==> config.mk <==
export PLATFORM = sky130hd
export DESIGN_NAME = host_bus_wait_and_latch
export DESIGN_NICKNAME = d
export VERILOG_FILES = /design/src/hdl/host_bus_pkg.sv /design/src/hdl/addr_latch_pair.sv /design/src/hdl/host_bus_wait_and_latch.sv
export SDC_FILE = /design/constraint.sdc
export NUM_CORES = 1
export LEC_CHECK = 0
export BUFFER_PORTS_ARGS = -buffer_cell sky130_fd_sc_hd__buf_2
export CELL_PAD_IN_SITES_DETAIL_PLACEMENT = 1
export CELL_PAD_IN_SITES_GLOBAL_PLACEMENT = 1
export CORE_MARGIN = 4
export CORE_UTILIZATION = 35
export CTS_CLUSTER_DIAMETER = 150
export CTS_CLUSTER_SIZE = 25
export DETAILED_ROUTE_END_ITERATION = 10
export GPL_TIMING_DRIVEN = 0
export PLACE_DENSITY_LB_ADDON = 0.1
export SLEW_MARGIN = 40
export SYNTH_ARGS = -nofsm -noshare
export SYNTH_HDL_FRONTEND = slang
export SYNTH_SLANG_ARGS = --single-unit
==> constraint.sdc <==
create_clock -name core_clk -period 2.3 [get_ports core_clk]
set_input_delay 0.46 -clock core_clk [delete_from_list [all_inputs] [get_ports core_clk]]
set_output_delay 0.46 -clock core_clk [all_outputs]
set_load 0.005 [all_outputs]
==> src/hdl/host_bus_pkg.sv <==
package host_bus_pkg;

  // address widths of the host bus
  localparam int unsigned ADDR_W      = 20;
  localparam int unsigned IO_ADDR_W   = 16;

  // memory window decode fields (unlatched a19..a17, latched a19..a11)
  localparam int unsigned WIN_LSB     = 17;
  localparam int unsigned BUF_LSB     = 11;
  localparam int unsigned IO_LSB      = 2;

  // configuration register bit positions
  localparam int unsigned CFG_WAIT_BIT = 2;
  localparam int unsigned CFG_WIDE_BIT = 7;

  // ready-line wait: least time in crystal periods, 20 ns each
  localparam int unsigned CLK_PERIOD_NS   = 20;
  localparam int unsigned WAIT_MIN_XTAL   = 2;
  localparam int unsigned WAIT_MAX_XTAL   = 3;
  localparam int unsigned WAIT_CYCLES     = WAIT_MIN_XTAL;
  localparam logic [1:0]  WAIT_CNT_INIT   = 2'h0;

  // synchroniser depth and reset values
  localparam int unsigned SYNC_STAGES     = 3;
  localparam logic        WIDE_RESET      = 1'b0;

  // wait sequencer states
  typedef enum logic [1:0] {
    ws_idle,
    ws_hold,
    ws_done
  } wait_state_e;

endpackage

==> src/hdl/addr_latch_pair.sv <==
`timescale 1ns/1ps
// two address holding stages in series, sampled on the core clock
module addr_latch_pair
  import host_bus_pkg::*;
#(
  parameter int unsigned WIDTH = ADDR_W
) (
  // clock and control
  input  wire logic             core_clk,
  input  wire logic             srst,
  input  wire logic             clk_en,
  // stage controls
  input  wire logic             first_open,
  input  wire logic             second_open,
  // address
  input  wire logic [WIDTH-1:0] addr_in,
  output logic      [WIDTH-1:0] addr_out
);

  logic [WIDTH-1:0] first_q;  // first stage, follows bale

  // first stage transparent
  // passes address while the stage control is high, holds when low
  always_ff @(posedge core_clk) begin
    if (srst) begin
      first_q <= '0;
    end else if (clk_en && first_open) begin
      first_q <= addr_in;
    end
  end

  // second stage capture
  // open until the strobe leading edge, then holds; output registered
  always_ff @(posedge core_clk) begin
    if (srst) begin
      addr_out <= '0;
    end else if (clk_en && second_open) begin
      addr_out <= first_open ? addr_in : first_q;
    end
  end

endmodule

==> src/hdl/host_bus_wait_and_latch.sv <==
`timescale 1ns/1ps
// Functional notes
// wait bit set: ready low two clocks
// ready low lasts two to three clocks
// same wait for every cycle type
// prom enable never affects ready timing
// strobe leading edge captures the address
// host holds bale high in 8-bit mode
// two address stages in series
// memory wide select from two decodes
// lane enables low after read strobe falls
// lane enables high when read strobe rises
// io wide select from a2-a15, aen low
// wide sense low before config write: 16-bit
// wait bit clear: ready stays high
// bale stage passes high, holds low
module host_bus_wait_and_latch
  import host_bus_pkg::*;
#(
  parameter logic [2:0] WIN_BASE = 3'h6,
  parameter logic [8:0] BUF_BASE = 9'h1a0,
  parameter logic [13:0] IO_BASE = 14'h00b8
) (
  // clock, reset, enable
  input  wire logic              core_clk,
  input  wire logic              srst,
  input  wire logic              clk_en,
  // host bus pins
  input  wire logic [ADDR_W-1:0] host_addr,
  input  wire logic              bale,
  input  wire logic              aen,
  input  wire logic              mem_rd_n,
  input  wire logic              mem_wr_n,
  input  wire logic              io_rd_n,
  input  wire logic              io_wr_n,
  input  wire logic              prom_window_enable_n,
  input  wire logic              wide_bus_sense_n,
  // configuration register write port from the core
  input  wire logic              cfg_wr,
  input  wire logic [7:0]        cfg_wdata,
  // host bus outputs
  output logic                   iochrdy,
  output logic                   mem_wide_select_n,
  output logic                   io_wide_select_n,
  output logic                   upper_lane_buffer_en_n,
  output logic                   lower_lane_buffer_en_n,
  // status to the core
  output logic [ADDR_W-1:0]      latched_addr,
  output logic                   wide_mode,
  output logic                   wait_enable
);

  // three-stage synchronisers for pin inputs; stage 0 feeds only stage 1
  localparam int unsigned NSYNC = 6;
  logic [NSYNC-1:0] pin_raw;
  logic [NSYNC-1:0] s0;
  logic [NSYNC-1:0] s1;
  logic [NSYNC-1:0] s2;
  logic [NSYNC-1:0] pin_q;  // debounced level, stages 1 and 2 agree

  assign pin_raw = {wide_bus_sense_n, bale, mem_rd_n, mem_wr_n,
                    io_rd_n, io_wr_n};

  // synchroniser chain
  always_ff @(posedge core_clk) begin
    if (srst) begin
      s0 <= '1;
      s1 <= '1;
      s2 <= '1;
    end else if (clk_en) begin
      s0 <= pin_raw;
      s1 <= s0;
      s2 <= s1;
    end
  end

  // per-bit agreement filter
  genvar g;
  generate
    for (g = 0; g < NSYNC; g++) begin : g_filt
      always_ff @(posedge core_clk) begin
        if (srst) begin
          pin_q[g] <= 1'b1;
        end else if (clk_en && (s1[g] == s2[g])) begin
          pin_q[g] <= s2[g];
        end
      end
    end
  endgenerate

  logic sense_n_q;  // filtered wide sense
  logic bale_q;     // filtered bale
  logic mrd_q;      // filtered memory read strobe
  logic mwr_q;      // filtered memory write strobe
  logic ird_q;      // filtered io read strobe
  logic iwr_q;      // filtered io write strobe
  assign {sense_n_q, bale_q, mrd_q, mwr_q, ird_q, iwr_q} = pin_q;

  logic mrd_prev;   // previous read strobe level
  logic strobe_prev;
  logic any_strobe; // any host access strobe active
  logic lead_edge;  // leading edge of any access strobe
  logic mem_strobe; // memory strobe active

  assign mem_strobe = ~mrd_q | ~mwr_q;
  assign any_strobe = mem_strobe | ~ird_q | ~iwr_q;
  assign lead_edge  = any_strobe & ~strobe_prev;

  // strobe history for edge detection
  always_ff @(posedge core_clk) begin
    if (srst) begin
      mrd_prev    <= 1'b1;
      strobe_prev <= 1'b0;
    end else if (clk_en) begin
      mrd_prev    <= mrd_q;
      strobe_prev <= any_strobe;
    end
  end

  // configuration bits; cfg_written ends the sensing window
  logic cfg_written;

  // bus width default
  // sense low any time before first config write selects wide mode
  always_ff @(posedge core_clk) begin
    if (srst) begin
      wide_mode   <= WIDE_RESET;
      cfg_written <= 1'b0;
      wait_enable <= 1'b0;
    end else if (clk_en) begin
      if (cfg_wr) begin
        wide_mode   <= cfg_wdata[CFG_WIDE_BIT];
        wait_enable <= cfg_wdata[CFG_WAIT_BIT];
        cfg_written <= 1'b1;
      end else if (!cfg_written && !sense_n_q) begin
        wide_mode <= 1'b1;
      end
    end
  end

  // strobe edge capture
  // second stage stays open while no memory strobe is active
  logic second_open;
  assign second_open = ~mem_strobe;

  // stage chaining
  // bale held high makes the first stage transparent throughout
  addr_latch_pair #(
    .WIDTH (ADDR_W)
  ) u_latch (
    .core_clk    (core_clk),
    .srst        (srst),
    .clk_en      (clk_en),
    .first_open  (bale_q),
    .second_open (second_open),
    .addr_in     (host_addr),
    .addr_out    (latched_addr)
  );

  // memory wide select
  // window on live a19..a17 plus buffer decode on held a19..a11
  always_ff @(posedge core_clk) begin
    if (srst) begin
      mem_wide_select_n <= 1'b1;
    end else if (clk_en) begin
      mem_wide_select_n <=
        !((host_addr[ADDR_W-1:WIN_LSB] == WIN_BASE) &&
          (latched_addr[ADDR_W-1:BUF_LSB] == BUF_BASE));
    end
  end

  // io wide select
  // direct a15..a2 compare gated with aen low
  always_ff @(posedge core_clk) begin
    if (srst) begin
      io_wide_select_n <= 1'b1;
    end else if (clk_en) begin
      io_wide_select_n <=
        !(!aen && (host_addr[IO_ADDR_W-1:IO_LSB] == IO_BASE));
    end
  end

  // answered memory cycle: buffer window hit on the held address
  logic mem_hit;
  assign mem_hit = (latched_addr[ADDR_W-1:BUF_LSB] == BUF_BASE) &&
                   (latched_addr[ADDR_W-1:WIN_LSB] == WIN_BASE);

  // lane enables on
  // lane enables off
  // falling read strobe on a hit turns both lanes on; rising turns off
  always_ff @(posedge core_clk) begin
    if (srst) begin
      upper_lane_buffer_en_n <= 1'b1;
      lower_lane_buffer_en_n <= 1'b1;
    end else if (clk_en) begin
      if (mrd_q) begin
        upper_lane_buffer_en_n <= 1'b1;
        lower_lane_buffer_en_n <= 1'b1;
      end else if (mrd_prev && mem_hit) begin
        upper_lane_buffer_en_n <= 1'b0;
        lower_lane_buffer_en_n <= 1'b0;
      end
    end
  end

  // wait sequencer; cycle type and prom enable are never consulted,
  // so every access sees the same ready-line wait
  wait_state_e state;
  logic [1:0]  wait_cnt;

  // uniform wait
  // prom enable ignored
  always_ff @(posedge core_clk) begin
    if (srst) begin
      state    <= ws_idle;
      wait_cnt <= WAIT_CNT_INIT;
    end else if (clk_en) begin
      case (state)
        ws_idle: begin
          // no wait added
          if (lead_edge && wait_enable) begin
            state    <= ws_hold;
            wait_cnt <= WAIT_CNT_INIT;
          end
        end
        ws_hold: begin
          wait_cnt <= wait_cnt + 2'h1;
          // two clock minimum
          if (wait_cnt == 2'(WAIT_CYCLES - 1)) begin
            state <= ws_done;
          end
        end
        ws_done: begin
          // hold until the strobe ends so one access gets one wait
          if (!any_strobe) begin
            state <= ws_idle;
          end
        end
        default: begin
          state <= ws_idle;
        end
      endcase
    end
  end

  // two to three clocks
  // ready drops on the edge seen by the sequencer, asynchronous
  // strobe alignment delays the drop up to one clock; the low time stays two clocks
  always_ff @(posedge core_clk) begin
    if (srst) begin
      iochrdy <= 1'b1;
    end else if (clk_en) begin
      iochrdy <= !((state == ws_idle && lead_edge && wait_enable) ||
                   (state == ws_hold &&
                    wait_cnt != 2'(WAIT_CYCLES - 1)));
    end
  end

  // prom enable is observed nowhere in the ready path by design
  logic unused_prom;
  assign unused_prom = prom_window_enable_n;

endmodule

* Word-level counts from Yosys, hierarchy flattened
Index checks and enable logic that the tools add are counted.
** Operators by class
- Add/subtract/negate cells :: 1
- Eq/ne operators :: 17
- Muxes and demuxes :: 11
- Bitwise operators :: 10
- Reductions and logical operators :: 33
** Operators by type and width (number)
- $mux W20 :: 1
- $logic_and A1 B1 Y1 :: 17
- $eq A14 B8 Y1 const B :: 1
- $eq A9 B9 Y1 const B :: 1
- $mux W2 :: 4
- $eq A1 B1 Y1 :: 6
- $eq A3 B3 Y1 const B :: 2
- $logic_not A1 Y1 :: 6
- $ne A2 B2 Y1 const B :: 3
- $not A1 Y1 :: 6
- $pmux W2 S3 :: 1
- $reduce_and A2 Y1 :: 3
- $reduce_bool A2 Y1 :: 3
- $eq A2 B1 Y1 const B :: 2
- $mux W1 :: 4
- $pmux W2 S2 :: 1
- $reduce_and A4 Y1 :: 1
- $or A1 B1 Y1 :: 3
- $reduce_and A3 Y1 :: 1
- $add A2 B1 Y2 const B :: 1
- $eq A2 B2 Y1 const B :: 1
- $logic_not A2 Y1 :: 1
- $ne A2 B1 Y1 const B :: 1
- $and A1 B1 Y1 :: 1
- $logic_or A1 B1 Y1 :: 1
** Word-level totals
- Flip-flop bits (word level) :: 77

* Depth between registers and ports, before layout
- Word-level depth :: 9
- Gate-level depth with buffers :: 5
- Mapped depth without buffers :: 5

* Modules after synthesis
From an unflattened synthesis, not the netlist that was laid out.
** Unflattened totals
- Cells, all modules :: 355
- Area, all modules :: 3383.2 um^2
** By module, submodules not included
- addr_latch_pair :: instances 1, cells each 183, area an instance 1791.7 um^2
- host_bus_wait_and_latch :: instances 1, cells each 172, area an instance 1591.5 um^2

* Worst setup path before layout
OpenSTA, ideal clock, no wires.
- Kind :: input to register
- Start :: in clk_en
- End :: reg lower_lane_buffer_en_n
- Data arrival time :: 1214 ps
- Path slack :: 965 ps
- Cell stages on the path :: 3
- Cell sequence :: or4bb_1 o41ai_2 nand2_1
** Between the ends
- Longest elaborated chain between the ends :: 1
** RTL lines
- from (decl) :: RTL line host_bus_wait_and_latch.sv:27 : input wire logic clk_en,
- $reduce_and A2 Y1 (no source line)
- to (signal assigned) :: RTL line host_bus_wait_and_latch.sv:194 : lower_lane_buffer_en_n <= 1'b1;
- to (signal assigned) :: RTL line host_bus_wait_and_latch.sv:198 : lower_lane_buffer_en_n <= 1'b1;
- to (signal assigned) :: RTL line host_bus_wait_and_latch.sv:201 : lower_lane_buffer_en_n <= 1'b0;
- to (decl) :: RTL line host_bus_wait_and_latch.sv:46 : output logic lower_lane_buffer_en_n,
No other way between the ends.
A chain may end at the register's enable or synchronous reset.

==> results.json <==
{
  "drv_cap": 0,
  "postSynthAreaPerCell_sq_um": 9.02,
  "ant_nets": 0,
  "hold_path.class": "input pin to flip-flop",
  "antenna_found_initial": 0,
  "cts-resized-gates": 0,
  "synth_nets": 389,
  "cts_buffers": 9,
  "rsz0062_at_grt": "no",
  "finalWirelength_um": 8400,
  "routabilityCongestion": 0.732,
  "cts_tree": "yes",
  "fin_crit_sh": 0.619,
  "dieArea_sq_um": 10500,
  "clock_skew_ns": 0.00723,
  "vias": 2672,
  "dp_hpwl_um": 6030,
  "yosys-top-cells-area": "dfxtp_1 49%, a21oi_1 6.7%, mux2i_1 6.4%, nand2_1 5.9%, a211oi_1 4.8%",
  "grt_pass1_wl_um": 14200,
  "cts_htree_levels": 3,
  "diodes": 0,
  "finalNonFillerCells": 530,
  "synth_top_area_cell": "dfxtp_1",
  "synthMuxAreaShare": 0.0638,
  "synth_compound_area_frac": 0.209,
  "worstPathRequired_ns": 2.55,
  "drive_gt1_frac": 0.225,
  "grt_pass1_vias": 2744,
  "synthCells": 348,
  "core_area_sq_um": 8720,
  "status": "complete, no violations",
  "place_inst": 514,
  "mostFrequentLayoutCell": "dfxtp_1",
  "critPathLaunchType": "input pin",
  "die_w_um": 103,
  "drt_iter0_drc": 50,
  "synth_warnings": 0,
  "viasPerCell": 5.04,
  "yosys.cell_types.count": 37,
  "start_util": 0.360,
  "post-cts-setup-buffers": 0,
  "leakage_nw": 1.72,
  "final_net_count": 458,
  "worst_pin_slew_ns": 0.617,
  "finish.instance_area_sq_um": 3770,
  "areaGrowthSynthToFinish_pct": 20.2,
  "placed_area_sq_um": 3560,
  "fin_hold_ws_ns": 0.311,
  "worst_slack_ns": 0.876,
  "ys_seq_area_frac": 0.491,
  "synth.top_cell.area_share": 0.491,
  "min_period_ns": 1.42,
  "hold_violations": 0,
  "synth_top_family_by_area": "compound AO/OA/AOI/OAI gates",
  "grt_usage": 0.176,
  "path_max_fanout": 10,
  "syn_area_sq_um": 3140,
  "overflow": 0,
  "fin_tns_setup_ns": 0,
  "setup_violations": 0,
  "clockBufferDepth": 2,
  "layout_common_cells": "77 x dfxtp_1, 74 x buf_2, 49 x nand2_1",
  "first_pass_iters": 6,
  "num_rows": 34,
  "clkSinkCount": 77,
  "yosys.area_share.adder": 0.00399,
  "ys_seq_elements": 77,
  "clk_latency_ns": 0.36,
  "die_h_um": 103,
  "irDropWorstVdd_v": 0.000284,
  "synth-simple-area-share": 0.184,
  "drv_slew": 0,
  "root_buffer": "clkbuf_8",
  "grt_max_degree": 14,
  "port_buffers": 58,
  "pre_cts_ws_ns": 0.521,
  "drc_errors": 0,
  "power_density_nw_per_um2": 749,
  "arrival_ns": 1.67,
  "io_pins": 67,
  "path_clk_slew_ns": 0.08,
  "critPathKind": "input pin to flip-flop",
  "finalCoreUtilization": 0.433,
  "drt-wirelength-per-cell_um": 15.8,
  "ctsHoldBuffers": 0,
  "synth-xor-area-share": 0,
  "total_power_mw": 2.83,
  "fmax_mhz": 702,
  "ff2ff_setup_slack_ns": 0.89,
  "endpoint_kind": "flip-flop",
  "slew-limit-headroom": 0.588
}
[critical path: stages]
cell and delay [ns]:
buf_2 0.12, buf_4 0.19, nor4b_1 0.45, a41oi_1 0.17, or2_2 0.29
[where the power goes]
group          switching (mW)  total, mW  internal [mW]
clock                   0.513       1.07          0.560
sequential             0.0459       1.46           1.41
combinational           0.167      0.300          0.133
[cell families (layout without fill, tap and decap cells)]
group | count (synthesis) | count (layout)
compound gates | 98 | 98
fa+ha+maj | 1 | 1
buf+inv | 33 | 107
flops | 77 | 77
mux | 20 | 20
simple gates | 119 | 119
[worst paths after layout]
kind                            depth (start not counted)                        startpoint                           endpoint
worst max-delay path                                    5                            clk_en      io_wide_select_n$_SDFFE_PP1P_
worst min-delay path                                    2                          mem_rd_n                 s0[3]$_SDFFE_PP1P_
worst max register to register                          4                mrd_q$_SDFFE_PP1P_  u_latch.addr_out[11]$_SDFFE_PP0P_
worst min register to register                          2  u_latch.first_q[11]$_SDFFE_PP0P_   u_latch.first_q[11]$_SDFFE_PP0P_
[cells in the mapped netlist, drive strengths merged]
master / count
buf: 19
mux2i: 20
o21bai: 8
nand3: 2
and3: 1
nand3b: 1
and2: 6
nand4b: 1
nor3: 2
nor2: 27
and2b: 1
o31a: 1
nand2: 49
nor3b: 1
clkbuf: 10
nor2b: 11
o21ai: 4
a21o: 1
o41ai: 1
a211oi: 20
nor4: 2
a211o: 16
a41oi: 2
a21oi: 42
and4b: 1
nand4: 1
nand2b: 8
inv: 4
dfxtp: 77
a311oi: 3
or2: 1
or4b: 1
or4bb: 1
nor4b: 2
ha: 1
[state kept, by name, summed over array words and instances, names as in the netlist]
signal                  flops
wide_mode                   1
u_latch.first_q            20
wait_cnt                    2
u_latch.addr_out           20
sense_n_q                   1
s2                          6
wait_enable                 1
state                       2
iwr_q                       1
cfg_written                 1
iochrdy                     1
mwr_q                       1
ird_q                       1
mrd_prev                    1
s0                          6
io_wide_select_n            1
bale_q                      1
mrd_q                       1
s1                          6
lower_lane_buffer_en_n      1
strobe_prev                 1
mem_wide_select_n           1
[cell type report]
class                      count  area, sq um
inverter                       4         15.0
sequential                    77         1540
clock buffer                  11          151
timing repair buffer          58          290
tap                          108          135
fill                        1045         4950
buffer                        29          136
clock inverter                 5         58.8
multi-input combinational    238         1450
[metal layers]
metal  GRT usage  vias up  routed length [um]
met4      0.0424        0                  98
li1            -     1354                   -
met3      0.0494       10                 312
met5           0        -                   0
met1       0.217     1266                3890
met2       0.302       42                4100
Note: power is estimated with default switching activity, not from simulation.
